## config.mk

```make
export PLATFORM = sky130hd
export DESIGN_NAME = gpcfg_top
export DESIGN_NICKNAME = d
export VERILOG_FILES = /design/src/design/gpcfg_pkg.sv /design/src/design/gpcfg_top.sv /design/src/design/gpcfg_pin.sv
export VERILOG_INCLUDE_DIRS = /design/src /design/src/design
export SDC_FILE = /design/constraint.sdc
export NUM_CORES = 1
export LEC_CHECK = 0
export BUFFER_PORTS_ARGS = -buffer_cell sky130_fd_sc_hd__buf_4
export CAP_MARGIN = 40
export CORE_ASPECT_RATIO = 0.7
export CORE_MARGIN = 1.5
export CORE_UTILIZATION = 45
export DETAILED_ROUTE_END_ITERATION = 10
export GPL_TIMING_DRIVEN = 0
export PLACE_DENSITY = 0.85
export SLEW_MARGIN = 20
export SYNTH_ARGS = -nofsm -noshare
export SYNTH_HDL_FRONTEND = slang
export SYNTH_SLANG_ARGS = --single-unit
```

## constraint.sdc

```tcl
create_clock -name SYS_CLK -period 1.7 [get_ports SYS_CLK]
set_clock_uncertainty 0.05 [all_clocks]
set_input_delay 0.255 -clock SYS_CLK [delete_from_list [all_inputs] [get_ports SYS_CLK]]
set_output_delay 0.255 -clock SYS_CLK [all_outputs]
set_load 0.1 [all_outputs]
```

## src/design/gpcfg_map.svh

```systemverilog
`ifndef GPCFG_MAP_SVH
`define GPCFG_MAP_SVH
// register indices; byte address is four times the index
`define GPCFG_IDX_P36 7'h39
`define GPCFG_IDX_P37 7'h3a
`define GPCFG_IDX_P40 7'h3b
`define GPCFG_IDX_P41 7'h3c
`define GPCFG_IDX_P42 7'h3d
`define GPCFG_IDX_STATUS 7'h3e
`define GPCFG_IDX_MASK 7'h3f
`define GPCFG_IDX_LEVEL 7'h40
`define GPCFG_IDX_OUTD 7'h41
// reset values
`define GPCFG_CFG_RST 8'h01
`define GPCFG_P42_RST 8'h01
`define GPCFG_EVT_RST 6'h00
`define GPCFG_OUTD_RST 5'h00
// edges before the input pipeline holds real pin samples are ignored
`define GPCFG_SYNC_FILL 2'h3
// field positions
`define GPCFG_BIT_DIR 0
`define GPCFG_BIT_INV 1
`define GPCFG_BIT_ALT 2
`define GPCFG_BIT_OD 7
`define GPCFG_ST_INT2 5
// writable bits per register flavour
`define GPCFG_WMASK_STD 8'h87
`define GPCFG_WMASK_P41 8'h8f
`define GPCFG_WMASK_P42 8'h01
`endif

```

## src/design/gpcfg_pkg.sv

```systemverilog
package gpcfg_pkg;
	typedef struct packed {
		logic open_drain;
		logic [2:0] rsvd;
		logic alt_hi;
		logic alt_lo;
		logic invert;
		logic input_dir;
	} gpcfg_cfg_s;
	typedef enum logic [1:0] {FN41_GPIO, FN41_DENSITY, FN41_EDGE_INT, FN41_RSVD} gpcfg_fn41_e;
	typedef enum logic [1:0] {BUS_IDLE, BUS_WRITE, BUS_READ_WAIT, BUS_READ_DONE} gpcfg_bus_e;
	typedef struct packed {
		logic write;
		logic [6:0] idx;
	} gpcfg_aphase_s;
	typedef struct packed {
		logic release_n;
		logic level;
	} gpcfg_drive_s;
endpackage : gpcfg_pkg

```

## src/design/gpcfg_top.sv

```systemverilog
// Behaviour
// - bit 0 of a pin configuration register makes the pin an input when 1 and a driven output when 0, except pin 4.1 in edge interrupt mode.
// - on every pin but 4.2, bit 1 inverts the pin value between the pin and its internal function or register when 1.
// - on every pin but 4.2, bit 7 makes the output open-drain (drives only low) when 1 and push-pull when 0.
// - on pins 3.6, 3.7 and 4.0 bit 2 picks keyboard reset, address-20 gate or density select 0.
// - on pin 4.1 bits 3:2 pick plain GPIO, density select 1, edge interrupt 2, or reserved.
// - with pin 4.1 in edge interrupt mode, both rising and falling pin edges raise interrupt 2.
//
// The AHB-Lite slave port was decided locally.
`timescale 1ns/1ps
`include "gpcfg_map.svh"
module gpcfg_top #(
	parameter int NPINS = 5
) (
	input wire logic SYS_CLK,
	input wire logic RST_N,
	input wire logic HSEL,
	input wire logic [31:0] HADDR,
	input wire logic [1:0] HTRANS,
	input wire logic HWRITE,
	input wire logic [2:0] HSIZE,
	input wire logic [31:0] HWDATA,
	input wire logic HREADY,
	output logic [31:0] HRDATA,
	output logic HREADYOUT,
	output logic HRESP,
	input wire logic [NPINS-1:0] PIN_IN,
	output logic [NPINS-1:0] PIN_OUT,
	output logic [NPINS-1:0] PIN_OE_N,
	input wire logic ALT_KEYBOARD_RESET_OUT,
	input wire logic ALT_ADDRESS20_GATE,
	input wire logic ALT_DRIVE_DENSITY_SEL_0,
	input wire logic ALT_DRIVE_DENSITY_SEL_1,
	output logic EDGE_INT2,
	output logic IRQ
);
	// ==========================================================
	// decode helpers
	// slot 0..4 are the pin configuration registers, 7 means none
	function automatic logic [2:0] slot_of(input logic [6:0] idx);
		case (idx)
			`GPCFG_IDX_P36: slot_of = 3'h0;
			`GPCFG_IDX_P37: slot_of = 3'h1;
			`GPCFG_IDX_P40: slot_of = 3'h2;
			`GPCFG_IDX_P41: slot_of = 3'h3;
			`GPCFG_IDX_P42: slot_of = 3'h4;
			default: slot_of = 3'h7;
		endcase
	endfunction : slot_of

	function automatic logic [7:0] wmask_of(input logic [2:0] slot);
		case (slot)
			3'h3: wmask_of = `GPCFG_WMASK_P41;
			3'h4: wmask_of = `GPCFG_WMASK_P42;
			default: wmask_of = `GPCFG_WMASK_STD;
		endcase
	endfunction : wmask_of

	// ==========================================================
	// register storage
	logic [7:0] cfg_q [0:NPINS-1];
	logic [5:0] status_q;
	logic [5:0] mask_q;
	logic [NPINS-1:0] outd_q;
	gpcfg_pkg::gpcfg_cfg_s cfg_s [0:NPINS-1];
	gpcfg_pkg::gpcfg_fn41_e fn41;

	// ==========================================================
	// bus slave state
	gpcfg_pkg::gpcfg_bus_e bus_q;
	gpcfg_pkg::gpcfg_aphase_s aph_q;
	logic hready_q;
	logic [31:0] hrdata_q;
	logic hresp_q;
	logic take;
	logic addr_ok;
	logic wr_en;
	logic [2:0] wr_slot;
	logic [7:0] wdat;

	// ==========================================================
	// pin side
	logic [NPINS-1:0] sync1_q;
	logic [NPINS-1:0] sync2_q;
	logic [NPINS-1:0] prev_q;
	logic [1:0] warm_q;
	logic [NPINS-1:0] edge_seen;
	logic [NPINS-1:0] invert_v;
	logic [NPINS-1:0] dir_v;
	logic [NPINS-1:0] level_v;
	logic [NPINS-1:0] alt_sel;
	logic [NPINS-1:0] alt_val;
	logic [NPINS-1:0] input_only;
	gpcfg_pkg::gpcfg_drive_s drive [0:NPINS-1];
	logic [NPINS-1:0] pin_out_q;
	logic [NPINS-1:0] pin_oe_n_q;
	logic [5:0] evt_set;
	logic int2_edge;
	logic int2_q;
	logic irq_q;

	// ==========================================================
	// address phase capture
	// only the low nine address bits decode; anything above must be zero
	assign addr_ok = (HADDR[31:9] == 23'h000000) && (HADDR[1:0] == 2'h0);
	assign take = HSEL && HREADY && HTRANS[1];

	always_ff @(posedge SYS_CLK or negedge RST_N) begin
		if (!RST_N) begin
			aph_q <= '0;
		end else if (take) begin
			aph_q.write <= HWRITE;
			aph_q.idx <= addr_ok ? HADDR[8:2] : 7'h00;
		end
	end

	// reads take one wait state so read data always comes from a flop
	// and a write in the preceding data phase is already visible
	always_ff @(posedge SYS_CLK or negedge RST_N) begin
		if (!RST_N) begin
			bus_q <= gpcfg_pkg::BUS_IDLE;
		end else begin
			case (bus_q)
				gpcfg_pkg::BUS_READ_WAIT: begin
					bus_q <= gpcfg_pkg::BUS_READ_DONE;
				end
				gpcfg_pkg::BUS_IDLE, gpcfg_pkg::BUS_WRITE, gpcfg_pkg::BUS_READ_DONE: begin
					if (take && HWRITE) begin
						bus_q <= gpcfg_pkg::BUS_WRITE;
					end else if (take) begin
						bus_q <= gpcfg_pkg::BUS_READ_WAIT;
					end else begin
						bus_q <= gpcfg_pkg::BUS_IDLE;
					end
				end
				default: begin
					bus_q <= gpcfg_pkg::BUS_IDLE;
				end
			endcase
		end
	end

	always_ff @(posedge SYS_CLK or negedge RST_N) begin
		if (!RST_N) begin
			hready_q <= 1'b1;
		end else if (bus_q == gpcfg_pkg::BUS_READ_WAIT) begin
			hready_q <= 1'b1;
		end else begin
			hready_q <= !(take && !HWRITE);
		end
	end

	always_ff @(posedge SYS_CLK or negedge RST_N) begin
		if (!RST_N) begin
			hresp_q <= 1'b0;
		end else begin
			hresp_q <= 1'b0;
		end
	end

	// unmapped reads return zero
	always_ff @(posedge SYS_CLK or negedge RST_N) begin
		if (!RST_N) begin
			hrdata_q <= 32'h00000000;
		end else if (bus_q == gpcfg_pkg::BUS_READ_WAIT) begin
			hrdata_q <= 32'h00000000;
			case (aph_q.idx)
				`GPCFG_IDX_STATUS: hrdata_q[5:0] <= status_q;
				`GPCFG_IDX_MASK: hrdata_q[5:0] <= mask_q;
				`GPCFG_IDX_LEVEL: hrdata_q[NPINS-1:0] <= level_v;
				`GPCFG_IDX_OUTD: hrdata_q[NPINS-1:0] <= outd_q;
				default: begin
					if (slot_of(aph_q.idx) != 3'h7) begin
						hrdata_q[7:0] <= cfg_q[slot_of(aph_q.idx)];
					end
				end
			endcase
		end
	end

	assign wr_en = (bus_q == gpcfg_pkg::BUS_WRITE);
	assign wr_slot = slot_of(aph_q.idx);
	assign wdat = HWDATA[7:0];

	// ==========================================================
	// configuration registers
	generate
		for (genvar i = 0; i < NPINS; i++) begin : g_cfg
			always_ff @(posedge SYS_CLK or negedge RST_N) begin
				if (!RST_N) begin
					cfg_q[i] <= (i == 4) ? `GPCFG_P42_RST : `GPCFG_CFG_RST;
				end else if (wr_en && wr_slot == 3'(i)) begin
					cfg_q[i] <= wdat & wmask_of(3'(i));
				end
			end
			assign cfg_s[i] = gpcfg_pkg::gpcfg_cfg_s'(cfg_q[i]);
			assign invert_v[i] = cfg_s[i].invert;
			assign dir_v[i] = cfg_s[i].input_dir;
		end
	endgenerate

	assign fn41 = gpcfg_pkg::gpcfg_fn41_e'({cfg_s[3].alt_hi, cfg_s[3].alt_lo});

	always_ff @(posedge SYS_CLK or negedge RST_N) begin
		if (!RST_N) begin
			outd_q <= `GPCFG_OUTD_RST;
		end else if (wr_en && aph_q.idx == `GPCFG_IDX_OUTD) begin
			outd_q <= HWDATA[NPINS-1:0];
		end
	end

	always_ff @(posedge SYS_CLK or negedge RST_N) begin
		if (!RST_N) begin
			mask_q <= `GPCFG_EVT_RST;
		end else if (wr_en && aph_q.idx == `GPCFG_IDX_MASK) begin
			mask_q <= HWDATA[5:0];
		end
	end

	// ==========================================================
	// pin input synchronisers and edge detect
	always_ff @(posedge SYS_CLK or negedge RST_N) begin
		if (!RST_N) begin
			sync1_q <= '0;
			sync2_q <= '0;
			prev_q <= '0;
			warm_q <= 2'h0;
		end else begin
			sync1_q <= PIN_IN;
			sync2_q <= sync1_q;
			prev_q <= sync2_q;
			if (warm_q != `GPCFG_SYNC_FILL) begin
				warm_q <= warm_q + 2'h1;
			end
		end
	end

	// the pipeline starts at zero whatever the pins idle at, so edges are
	// ignored until it holds real samples; otherwise reset fakes an event
	assign edge_seen = (sync2_q ^ prev_q) & {NPINS{warm_q == `GPCFG_SYNC_FILL}};
	assign level_v = sync2_q ^ invert_v;

	// both directions count, the edge detector ignores polarity
	assign int2_edge = edge_seen[3] && (fn41 == gpcfg_pkg::FN41_EDGE_INT);
	assign evt_set = {int2_edge, edge_seen & dir_v};

	// ==========================================================
	// event status and interrupt
	// a new event in the clearing cycle survives the clear
	always_ff @(posedge SYS_CLK or negedge RST_N) begin
		if (!RST_N) begin
			status_q <= `GPCFG_EVT_RST;
		end else if (wr_en && aph_q.idx == `GPCFG_IDX_STATUS) begin
			status_q <= (status_q & ~HWDATA[5:0]) | evt_set;
		end else begin
			status_q <= status_q | evt_set;
		end
	end

	always_ff @(posedge SYS_CLK or negedge RST_N) begin
		if (!RST_N) begin
			int2_q <= 1'b0;
		end else begin
			int2_q <= int2_edge;
		end
	end

	always_ff @(posedge SYS_CLK or negedge RST_N) begin
		if (!RST_N) begin
			irq_q <= 1'b0;
		end else begin
			irq_q <= |(status_q & mask_q);
		end
	end

	// ==========================================================
	// alternate function routing
	assign alt_sel[0] = cfg_s[0].alt_lo;
	assign alt_sel[1] = cfg_s[1].alt_lo;
	assign alt_sel[2] = cfg_s[2].alt_lo;
	assign alt_sel[3] = (fn41 == gpcfg_pkg::FN41_DENSITY);
	assign alt_sel[4] = 1'b0;
	assign alt_val = {1'b0, ALT_DRIVE_DENSITY_SEL_1, ALT_DRIVE_DENSITY_SEL_0,
		ALT_ADDRESS20_GATE, ALT_KEYBOARD_RESET_OUT};
	// the edge interrupt is a pure input, so the driver is kept off
	assign input_only = {1'b0, fn41 == gpcfg_pkg::FN41_EDGE_INT, 3'b000};

	generate
		for (genvar i = 0; i < NPINS; i++) begin : g_pin
			gpcfg_pin u_pin (
				.cfg(cfg_s[i]),
				.gpio_data(outd_q[i]),
				.alt_sel(alt_sel[i]),
				.alt_val(alt_val[i]),
				.input_only(input_only[i]),
				.drive(drive[i])
			);
			always_ff @(posedge SYS_CLK or negedge RST_N) begin
				if (!RST_N) begin
					pin_out_q[i] <= 1'b0;
					pin_oe_n_q[i] <= 1'b1;
				end else begin
					pin_out_q[i] <= drive[i].level;
					pin_oe_n_q[i] <= drive[i].release_n;
				end
			end
		end
	endgenerate

	// ==========================================================
	// outputs
	assign HRDATA = hrdata_q;
	assign HREADYOUT = hready_q;
	assign HRESP = hresp_q;
	assign PIN_OUT = pin_out_q;
	assign PIN_OE_N = pin_oe_n_q;
	assign EDGE_INT2 = int2_q;
	assign IRQ = irq_q;
endmodule : gpcfg_top

```

## src/design/gpcfg_pin.sv

```systemverilog
`timescale 1ns/1ps
module gpcfg_pin (
	input wire gpcfg_pkg::gpcfg_cfg_s cfg,
	input wire logic gpio_data,
	input wire logic alt_sel,
	input wire logic alt_val,
	input wire logic input_only,
	output gpcfg_pkg::gpcfg_drive_s drive
);
	logic value;
	always_comb begin
		value = (alt_sel ? alt_val : gpio_data) ^ cfg.invert;
		drive.release_n = 1'b1;
		drive.level = 1'b0;
		if (cfg.input_dir || input_only) begin
			drive.release_n = 1'b1;
			drive.level = 1'b0;
		end else if (cfg.open_drain) begin
			drive.release_n = value;
			drive.level = 1'b0;
		end else begin
			drive.release_n = 1'b0;
			drive.level = value;
		end
	end
endmodule : gpcfg_pin

```

==> flow_summary_export.csv, run 1 <==
group,metric,value,unit
outcome,status,"finished, violations left",
outcome,violations,"negative setup slack",
route,dr.max_layer_used,"met4",
sta,setup_viol,15,
synth,netlist_area,3790,sq um
sta,slew_violations,0,
global_route,grt_overflow,0,
global_route,antenna_found_initial,0,
hold_path,hold_class,"input pin to flop",
sta,fin_crit_sh,1.06,
power_and_ir_drop,ir_drop,0.779,mV
global_route,grt_max_degree,42,
job,cap_violations,0,
synth,netlist.area_leader.share,0.462,
setup_path,startpoint_type,"flop",
setup_path,path_max_fanout,4,
synth,ys_types,52,
synth,ys_ff_latch,81,
floorplan,initial_core_util,0.474,
setup_path,crit_buf_inv,1,
route,wl_met1,4160,microns
placed_design,gp_congestion,0.959,
placed_design,dp_hpwl,6630,microns
clock_network,cts_sinks,81,
setup_path,arrival,1980,ps
layout,drive_gt1_frac,0.466,
clock_network,clock-root-buffer,"clkbuf_16",
clock_network,htree_levels,3,
route,drc_errors,0,
route,via_per_inst,5.45,
layout,area.growth.synth_to_final,38.2,%
route,dr.pass1.iters,4,
sta,slew_headroom,0.610,
sta,grt_setup_unrepaired,"yes",
synth,syn_inst,311,
setup_path,crit_path_end_kind,"flop",
synth,synth-edff-count,0,
sta,hold_viol,0,
floorplan,die_w,113,microns
power_and_ir_drop,leakage,0.00252,uW
clock_network,ctsLongestPathBuffers,2,
route,finalWirelength,9800,microns
setup_path,worstPathRequired,1880,ps
clock_network,cts_buffers,9,
synth,ys.flop_type,"dfrtp_1",
clock_network,cts_tree,"built",
layout,design_area,5240,sq um
synth,synth.area.top_cells,"dfrtp_1 (46%), mux2_2 (9.5%), dfstp_2 (7.6%)",
route,met2_length,4650,microns
floorplan,io_pins,129,
global_route,grt_pass1_vias,2961,
layout,antenna_cells,0,
placed_design,placed_area,4580,sq um
route,ant_nets,0,
route,routedWlPerCell,18.0,microns
setup_path,slowest_stage,"or4b_4",
synth,ys_seq_area_frac,0.538,
floorplan,die_y,79.8,microns
synth,yosysWarnings,0,
synth,avgSynthCellArea,12.2,sq um
global_route,grt_usage,0.226,
setup_path,cp_top_family,"simple AND/OR/NAND/NOR gates",
floorplan,core_area,8010,sq um
setup_path,critPathMaxStageDelay,580,ps
sta,max_freq,555,MHz
placed_design,port_buffers,73,
setup_path,crit_chain,"or4b_4 -> nor3_4 -> buf_6 -> mux2_4",
floorplan,fp-row-count,27,
layout,fin_nets,523,
global_route,grt_pass1_wl,15300,microns
synth,async_flop_share,1.00,
sta,tightest_slew,584,ps
sta,setup_slack,-103,ps
power_and_ir_drop,p_per_area,1010,nW/um^2
floorplan,die-area,9000,sq um
power_and_ir_drop,finalPower,5280,uW
route,wl_met3,787,microns
layout,final_cells,545,
clock_network,insertion_delay,340,ps
sta,fin_crit,1800,ps
clock_network,clk_pin_slew,60,ps
route,num_vias,2970,
route,drt-initial-drc-count,191,
synth,synth_largest_area_cell,"dfrtp_1",
setup_path,worstSetupPathType,"flop to flop",
placed_design,dp_cells,511,
Yosys cell counts (all sizes together), types with 2 or more instances:
cell type	instances
nor2	12
mux2	36
a31oi	2
dfstp	11
nand3	3
a22o	7
xor2	10
a32o	5
a211oi	2
nand2	21
nor2b	5
clkbuf	6
a221oi	4
o21bai	3
and3	2
nor4	6
or4	2
inv	6
a22oi	6
nor3	9
buf	31
nand2b	4
a21o	2
a21oi	3
mux2i	7
o21ai	12
nand4	2
xnor2	6
dfrtp	70
metrics by stage:
step	util	setup WS, ps	hold WS, ps	setup TNS [ps]
after floorplan	-	-27.4	-90.6	-137
after global placement	0.570	-294	282	-7160
after detailed placement	0.572	-343	217	-8350
after CTS	0.642	-151	65.6	-1700
after global routing	0.655	-161	73.4	-1950
final	0.655	-103	70.7	-675
layout by cell type (no fill, tap or decap), drive strengths merged, types with 6 or more instances in the layout:
cell type	netlist	layout
nand2	21	21
xnor2	6	6
inv	6	6
a22o	7	7
clkbuf	6	18
dfrtp	70	70
conb	1	26
nor3	9	9
o21ai	12	12
xor2	10	10
nor2	12	12
dlygate4sd3	0	6
buf	31	119
nor4	6	6
a22oi	6	6
mux2i	7	7
dfstp	11	11
mux2	36	36
what timing repair did:
action	4_1_cts	5_1_grt
pin swaps	9	10
resized for setup	29	20
hold buffers	6	0
setup buffers	8	5
setup endpoints to repair	41	34
hold endpoints to repair	40	0
registers in the layout, summed over array words and instances, names as in the netlist, 2 cells and up:
| register | flops |
|---|---|
| bus_q | 2 |
| PIN_OE_N | 5 |
| sync2_q | 5 |
| HRDATA | 7 |
| aph_q | 7 |
| PIN_OUT | 5 |
| alt_sel | 3 |
| warm_q | 2 |
| prev_q | 5 |
| mask_q | 6 |
| outd_q | 5 |
| sync1_q | 5 |
| status_q | 6 |
| cfg_q | 15 |
cells by family (layout without fill, tap and decap cells):
family	after synthesis	after routing	synth area share
buffers and inverters	43	151	0.0696
adders and majority gates	1	1	0.00330
xor gates and xnor gates	16	16	0.0370
DFF	81	81	0.538
other	1	26	0.000989
muxes	43	43	0.129
and+or+nand+nor	74	74	0.120
AOI/OAI and AO/OA	52	52	0.102
power by group:
| part | internal [uW] | switching (uW) |
|---|---|---|
| logic | 284 | 804 |
| clock network | 1370 | 721 |
| registers | 2020 | 82.0 |
routing by layer:
layer  vias up  global-route usage
li1       1331                   -
met1      1484               0.299
met2       130               0.350
met3        25              0.0850
met4         0              0.0633
met5         -                   0
worst register-to-register path, stage by stage, from the launching register on:
cell and delay, ps:
dfrtp_1 410, or4b_4 580, nor3_4 190, buf_6 160, mux2_4 300
layout make-up:
cell class	instances	area (sq um)
Timing Repair Buffer	93	753
Tap cell	101	126
Inverter	6	22.5
Clock buffer	14	264
Clock inverter	2	60.1
Buffer	36	267
Fill cell	566	2770
Multi-Input combinational cell	212	1710
Sequential cell	81	2040
worst paths after layout:
check | start | to | slack [ps] | cells past startpoint
min reg2reg | sync1_q[1] | sync2_q[1] | 300 | 0
max reg2reg | aph_q[3] | outd_q[4] | -100 | 4
min | HWRITE | bus_q[1] | 70 | 2
min in group asynchronous | RST_N | aph_q[6] | 380 | 2
max | aph_q[3] | outd_q[4] | -100 | 4
max in group asynchronous | RST_N | PIN_OE_N[2] | 560 | 3
Power figures use the tool's default switching activity.
==> inputs of run 2 (changes only) <==
--- a/config.mk
+++ b/config.mk
@@ -6,10 +6,10 @@
 export SDC_FILE = /design/constraint.sdc
 export NUM_CORES = 1
 export LEC_CHECK = 0
+export ABC_AREA = 1
 export BUFFER_PORTS_ARGS = -buffer_cell sky130_fd_sc_hd__buf_4
 export CAP_MARGIN = 40
 export CORE_ASPECT_RATIO = 0.7
-export CORE_MARGIN = 1.5
 export CORE_UTILIZATION = 45
 export DETAILED_ROUTE_END_ITERATION = 10
 export GPL_TIMING_DRIVEN = 0
==> flow_summary_export.csv, run 2 <==
group,metric,value,unit
layout,area.growth.synth_to_final,35.4,%
synth,netlist_area,3760,sq um
layout,fin_nets,635,
layout,final_common_cell,"buf_4",
sta,setup_viol,0,
floorplan,die-area,8730,sq um
route,num_vias,3286,
power_and_ir_drop,p_per_area,973,nW/um^2
global_route,grt_overflow,0,
synth,synth_simple_gate_area_frac,0.207,
route,dr.pass1.iters,8,
route,via_per_inst,5.00,
route,drc_errors,22,
synth,synth_largest_area_cell,"dfrtp_1",
setup_path,worstPathRequired,1890,ps
placed_design,preCtsSetupSlack,-2.97,ps
synth,synth_compound_gate_area_share,0.117,
setup_path,slowest_stage,"dfrtp_1",
synth,avgSynthCellArea,8.89,sq um
floorplan,io_pins,129,
setup_path,arrival,1860,ps
hold_path,hold_class,"input pin to flop",
layout,largest_reg_flops,15,
synth,ys_types,38,
setup_path,worstSetupPathType,"flop to flop",
hold_path,hold_path_end,"bus_q[1]",
hold_path,min_path_cells,2,
clock_network,clk_pin_slew,60,ps
setup_path,timing.critical_path.mode_cell,"nand2_1",
synth,synth_xor_area_frac,0.0233,
setup_path,crit_buf_inv,2,
synth,netlist.area_leader.share,0.466,
global_route,grt_pass1_wl,14800,microns
global_route,antenna_found_initial,0,
setup_path,r2r_slack,30,ps
layout,design_area,5090,sq um
sta,grt_setup_unrepaired,"yes",
outcome,status,"finished, violations left",
layout,drive_gt1_frac,0.322,
outcome,violations,"design-rule violations",
setup_path,crit_chain,"inv_2 -> nand2_4 -> nor2_4 -> nand2_2 -> a21oi_4 -> nand2_1 -> nand2_1 -> nor2_1 -> nand2_1 -> nand3_1 -> nand2_1 -> inv_1",
synth,syn_inst,423,
setup_path,r2r_cells,12,
global_route,grt_pass1_vias,2949,
synth,async_flop_share,1.00,
placed_design,placed_area,4550,sq um
job,cap_violations,0,
clock_network,ctsLongestPathBuffers,2,
synth,synthAdderAreaFrac,0.00333,
sta,max_freq,599,MHz
synth,ys.flop_type,"dfrtp_1",
sta,slew_violations,0,
global_route,grt_usage,0.225,
floorplan,die_w,111,microns
route,finalWirelength,9420,microns
synth,yosysMostFrequentCell,"nand2_1",
synth,synth-edff-count,0,
floorplan,initial_core_util,0.471,
synth,synth.area.top_cells,"dfrtp_1 (47%), nand2_1 (10%), dfstp_2 (7.7%)",
layout,final_cell_mix,"buf_4 (110), nand2_1 (94), dfrtp_1 (66)",
clock_network,htree_levels,3,
setup_path,path_max_fanout,4,
sta,hold_viol,0,
clock_network,clock-root-buffer,"clkbuf_16",
setup_path,reg2reg_to,"HRDATA[0]",
setup_path,critPathMaxStageDelay,410,ps
clock_network,cts_sinks,81,
sta,fin_crit,1670,ps
floorplan,die_y,78.5,microns
clock_network,cts_tree,"built",
floorplan,core_area,7970,sq um
clock_network,insertion_delay,340,ps
placed_design,gp_congestion,0.866,
power_and_ir_drop,ir_drop,0.690,mV
synth,synth_common_cells,"nand2_1 (102), dfrtp_1 (70), inv_1 (46), o21ai_0 (44), buf_4 (26)",
sta,fin_crit_sh,0.982,
route,ant_nets,0,
power_and_ir_drop,leakage,0.00275,uW
sta,setup_slack,30.6,ps
route,drt-initial-drc-count,322,
setup_path,startpoint_type,"flop",
floorplan,fp-row-count,27,
route,routedWlPerCell,14.3,microns
placed_design,dp_hpwl,6750,microns
synth,synth_top_family_by_area,"simple AND/OR/NAND/NOR gates",
clock_network,cts_buffers,9,
setup_path,crit_path_end_kind,"flop",
synth,synth.area.mux_share,0,
setup_path,cp_top_family,"simple AND/OR/NAND/NOR gates",
hold_path,hp-start,"HWRITE",
layout,top_register,"cfg_q",
synth,yosysWarnings,0,
placed_design,port_buffers,73,
global_route,grt_max_degree,57,
synth,ys_seq_area_frac,0.543,
synth,ys_ff_latch,81,
layout,antenna_cells,0,
setup_path,timing.rr.start,"aph_q[1]",
[run 2: cell types whose count changed after synthesis, sizes merged, moves of 5 or more]
cell   before  now
a22oi       6    0
nand3       3   20
nor2       12   26
inv         6   50
a22o        7    0
mux2i       7    0
a32o        5    0
mux2       36    0
nand2      21  106
nor2b       5    0
o21ai      12   60
xor2       10    2
[run 2: metrics by stage]
stage,total power [uW],instances,setup TNS [ps],hold WS (ps),utilization
2_1_floorplan,2810,448,0,-90.6,-
3_3_place_gp,3060,622,-18.9,282,0.568
3_5_place_dp,3080,623,-2.97,142,0.571
4_1_cts,4970,645,0,80.8,0.616
5_1_grt,5110,657,-324,74.6,0.638
6_report,4950,657,0,82.2,0.638
[run 2: cell families (layout without fill, tap and decap cells)]
family	count (synthesis)	in the layout
buf+inv	79	186
xor+xnor	10	10
compound gates	80	80
other cells	1	26
fa+ha+maj	1	1
simple gates	171	172
flops	81	81
[run 2: report_power, final]
part	total, uW	internal, uW	leakage, uW	switching [uW]
Sequential	2070	2010	0.000875	60.5
Clock	1870	1110	0.000145	768
Combinational	1000	252	0.00174	749
[run 2: layout make-up]
class | count | area, sq um
fillers | 654 | 2890
flip-flops and latches | 81 | 2050
multi-input cells | 289 | 1510
repair buffers | 91 | 718
clock buffers | 12 | 267
plain buffers | 29 | 208
inverters | 50 | 188
well taps | 101 | 126
clock inverters | 4 | 26.3
[run 2: per-layer routing]
layer | GRT usage | vias to the layer above | wire, microns
met4 | 0.0932 | 0 | 161
met1 | 0.305 | 1532 | 4000
met5 | 0 | - | 0
met3 | 0.0687 | 15 | 973
li1 | - | 1588 | -
met2 | 0.335 | 151 | 4280
[run 2: how the worst max path moves through the flow]
stage               startpoint          end  slack [ps]  cells after the start
floorplan             aph_q[1]   alt_sel[1]         260                     12
global placement      bus_q[1]  status_q[5]         -20                      4
detailed placement    aph_q[1]    outd_q[1]          -3                      7
CTS                   aph_q[1]    HRDATA[0]        0.05                     12
global route          aph_q[1]    cfg_q[25]         -90                     12
finish                aph_q[1]    HRDATA[0]          30                     12
[run 2: worst reg2reg max path: cells and delay by family (launching register included)]
family | cells | cell delay, ps
AO/OA/AOI/OAI | 1 | 220
buffers and inverters | 2 | 180
flip-flops | 1 | 410
AND/OR/NAND/NOR | 9 | 710
[run 2: repair_timing]
item | in CTS | in global routing
endpoints found under the hold margin | 28 | 0
buffers inserted | 0 | 11
hold buffers | 6 | 0
cloned | 0 | 1
gates resized for setup | 2 | 26
pin swaps | 1 | 10
endpoints found under the setup margin | 6 | 17
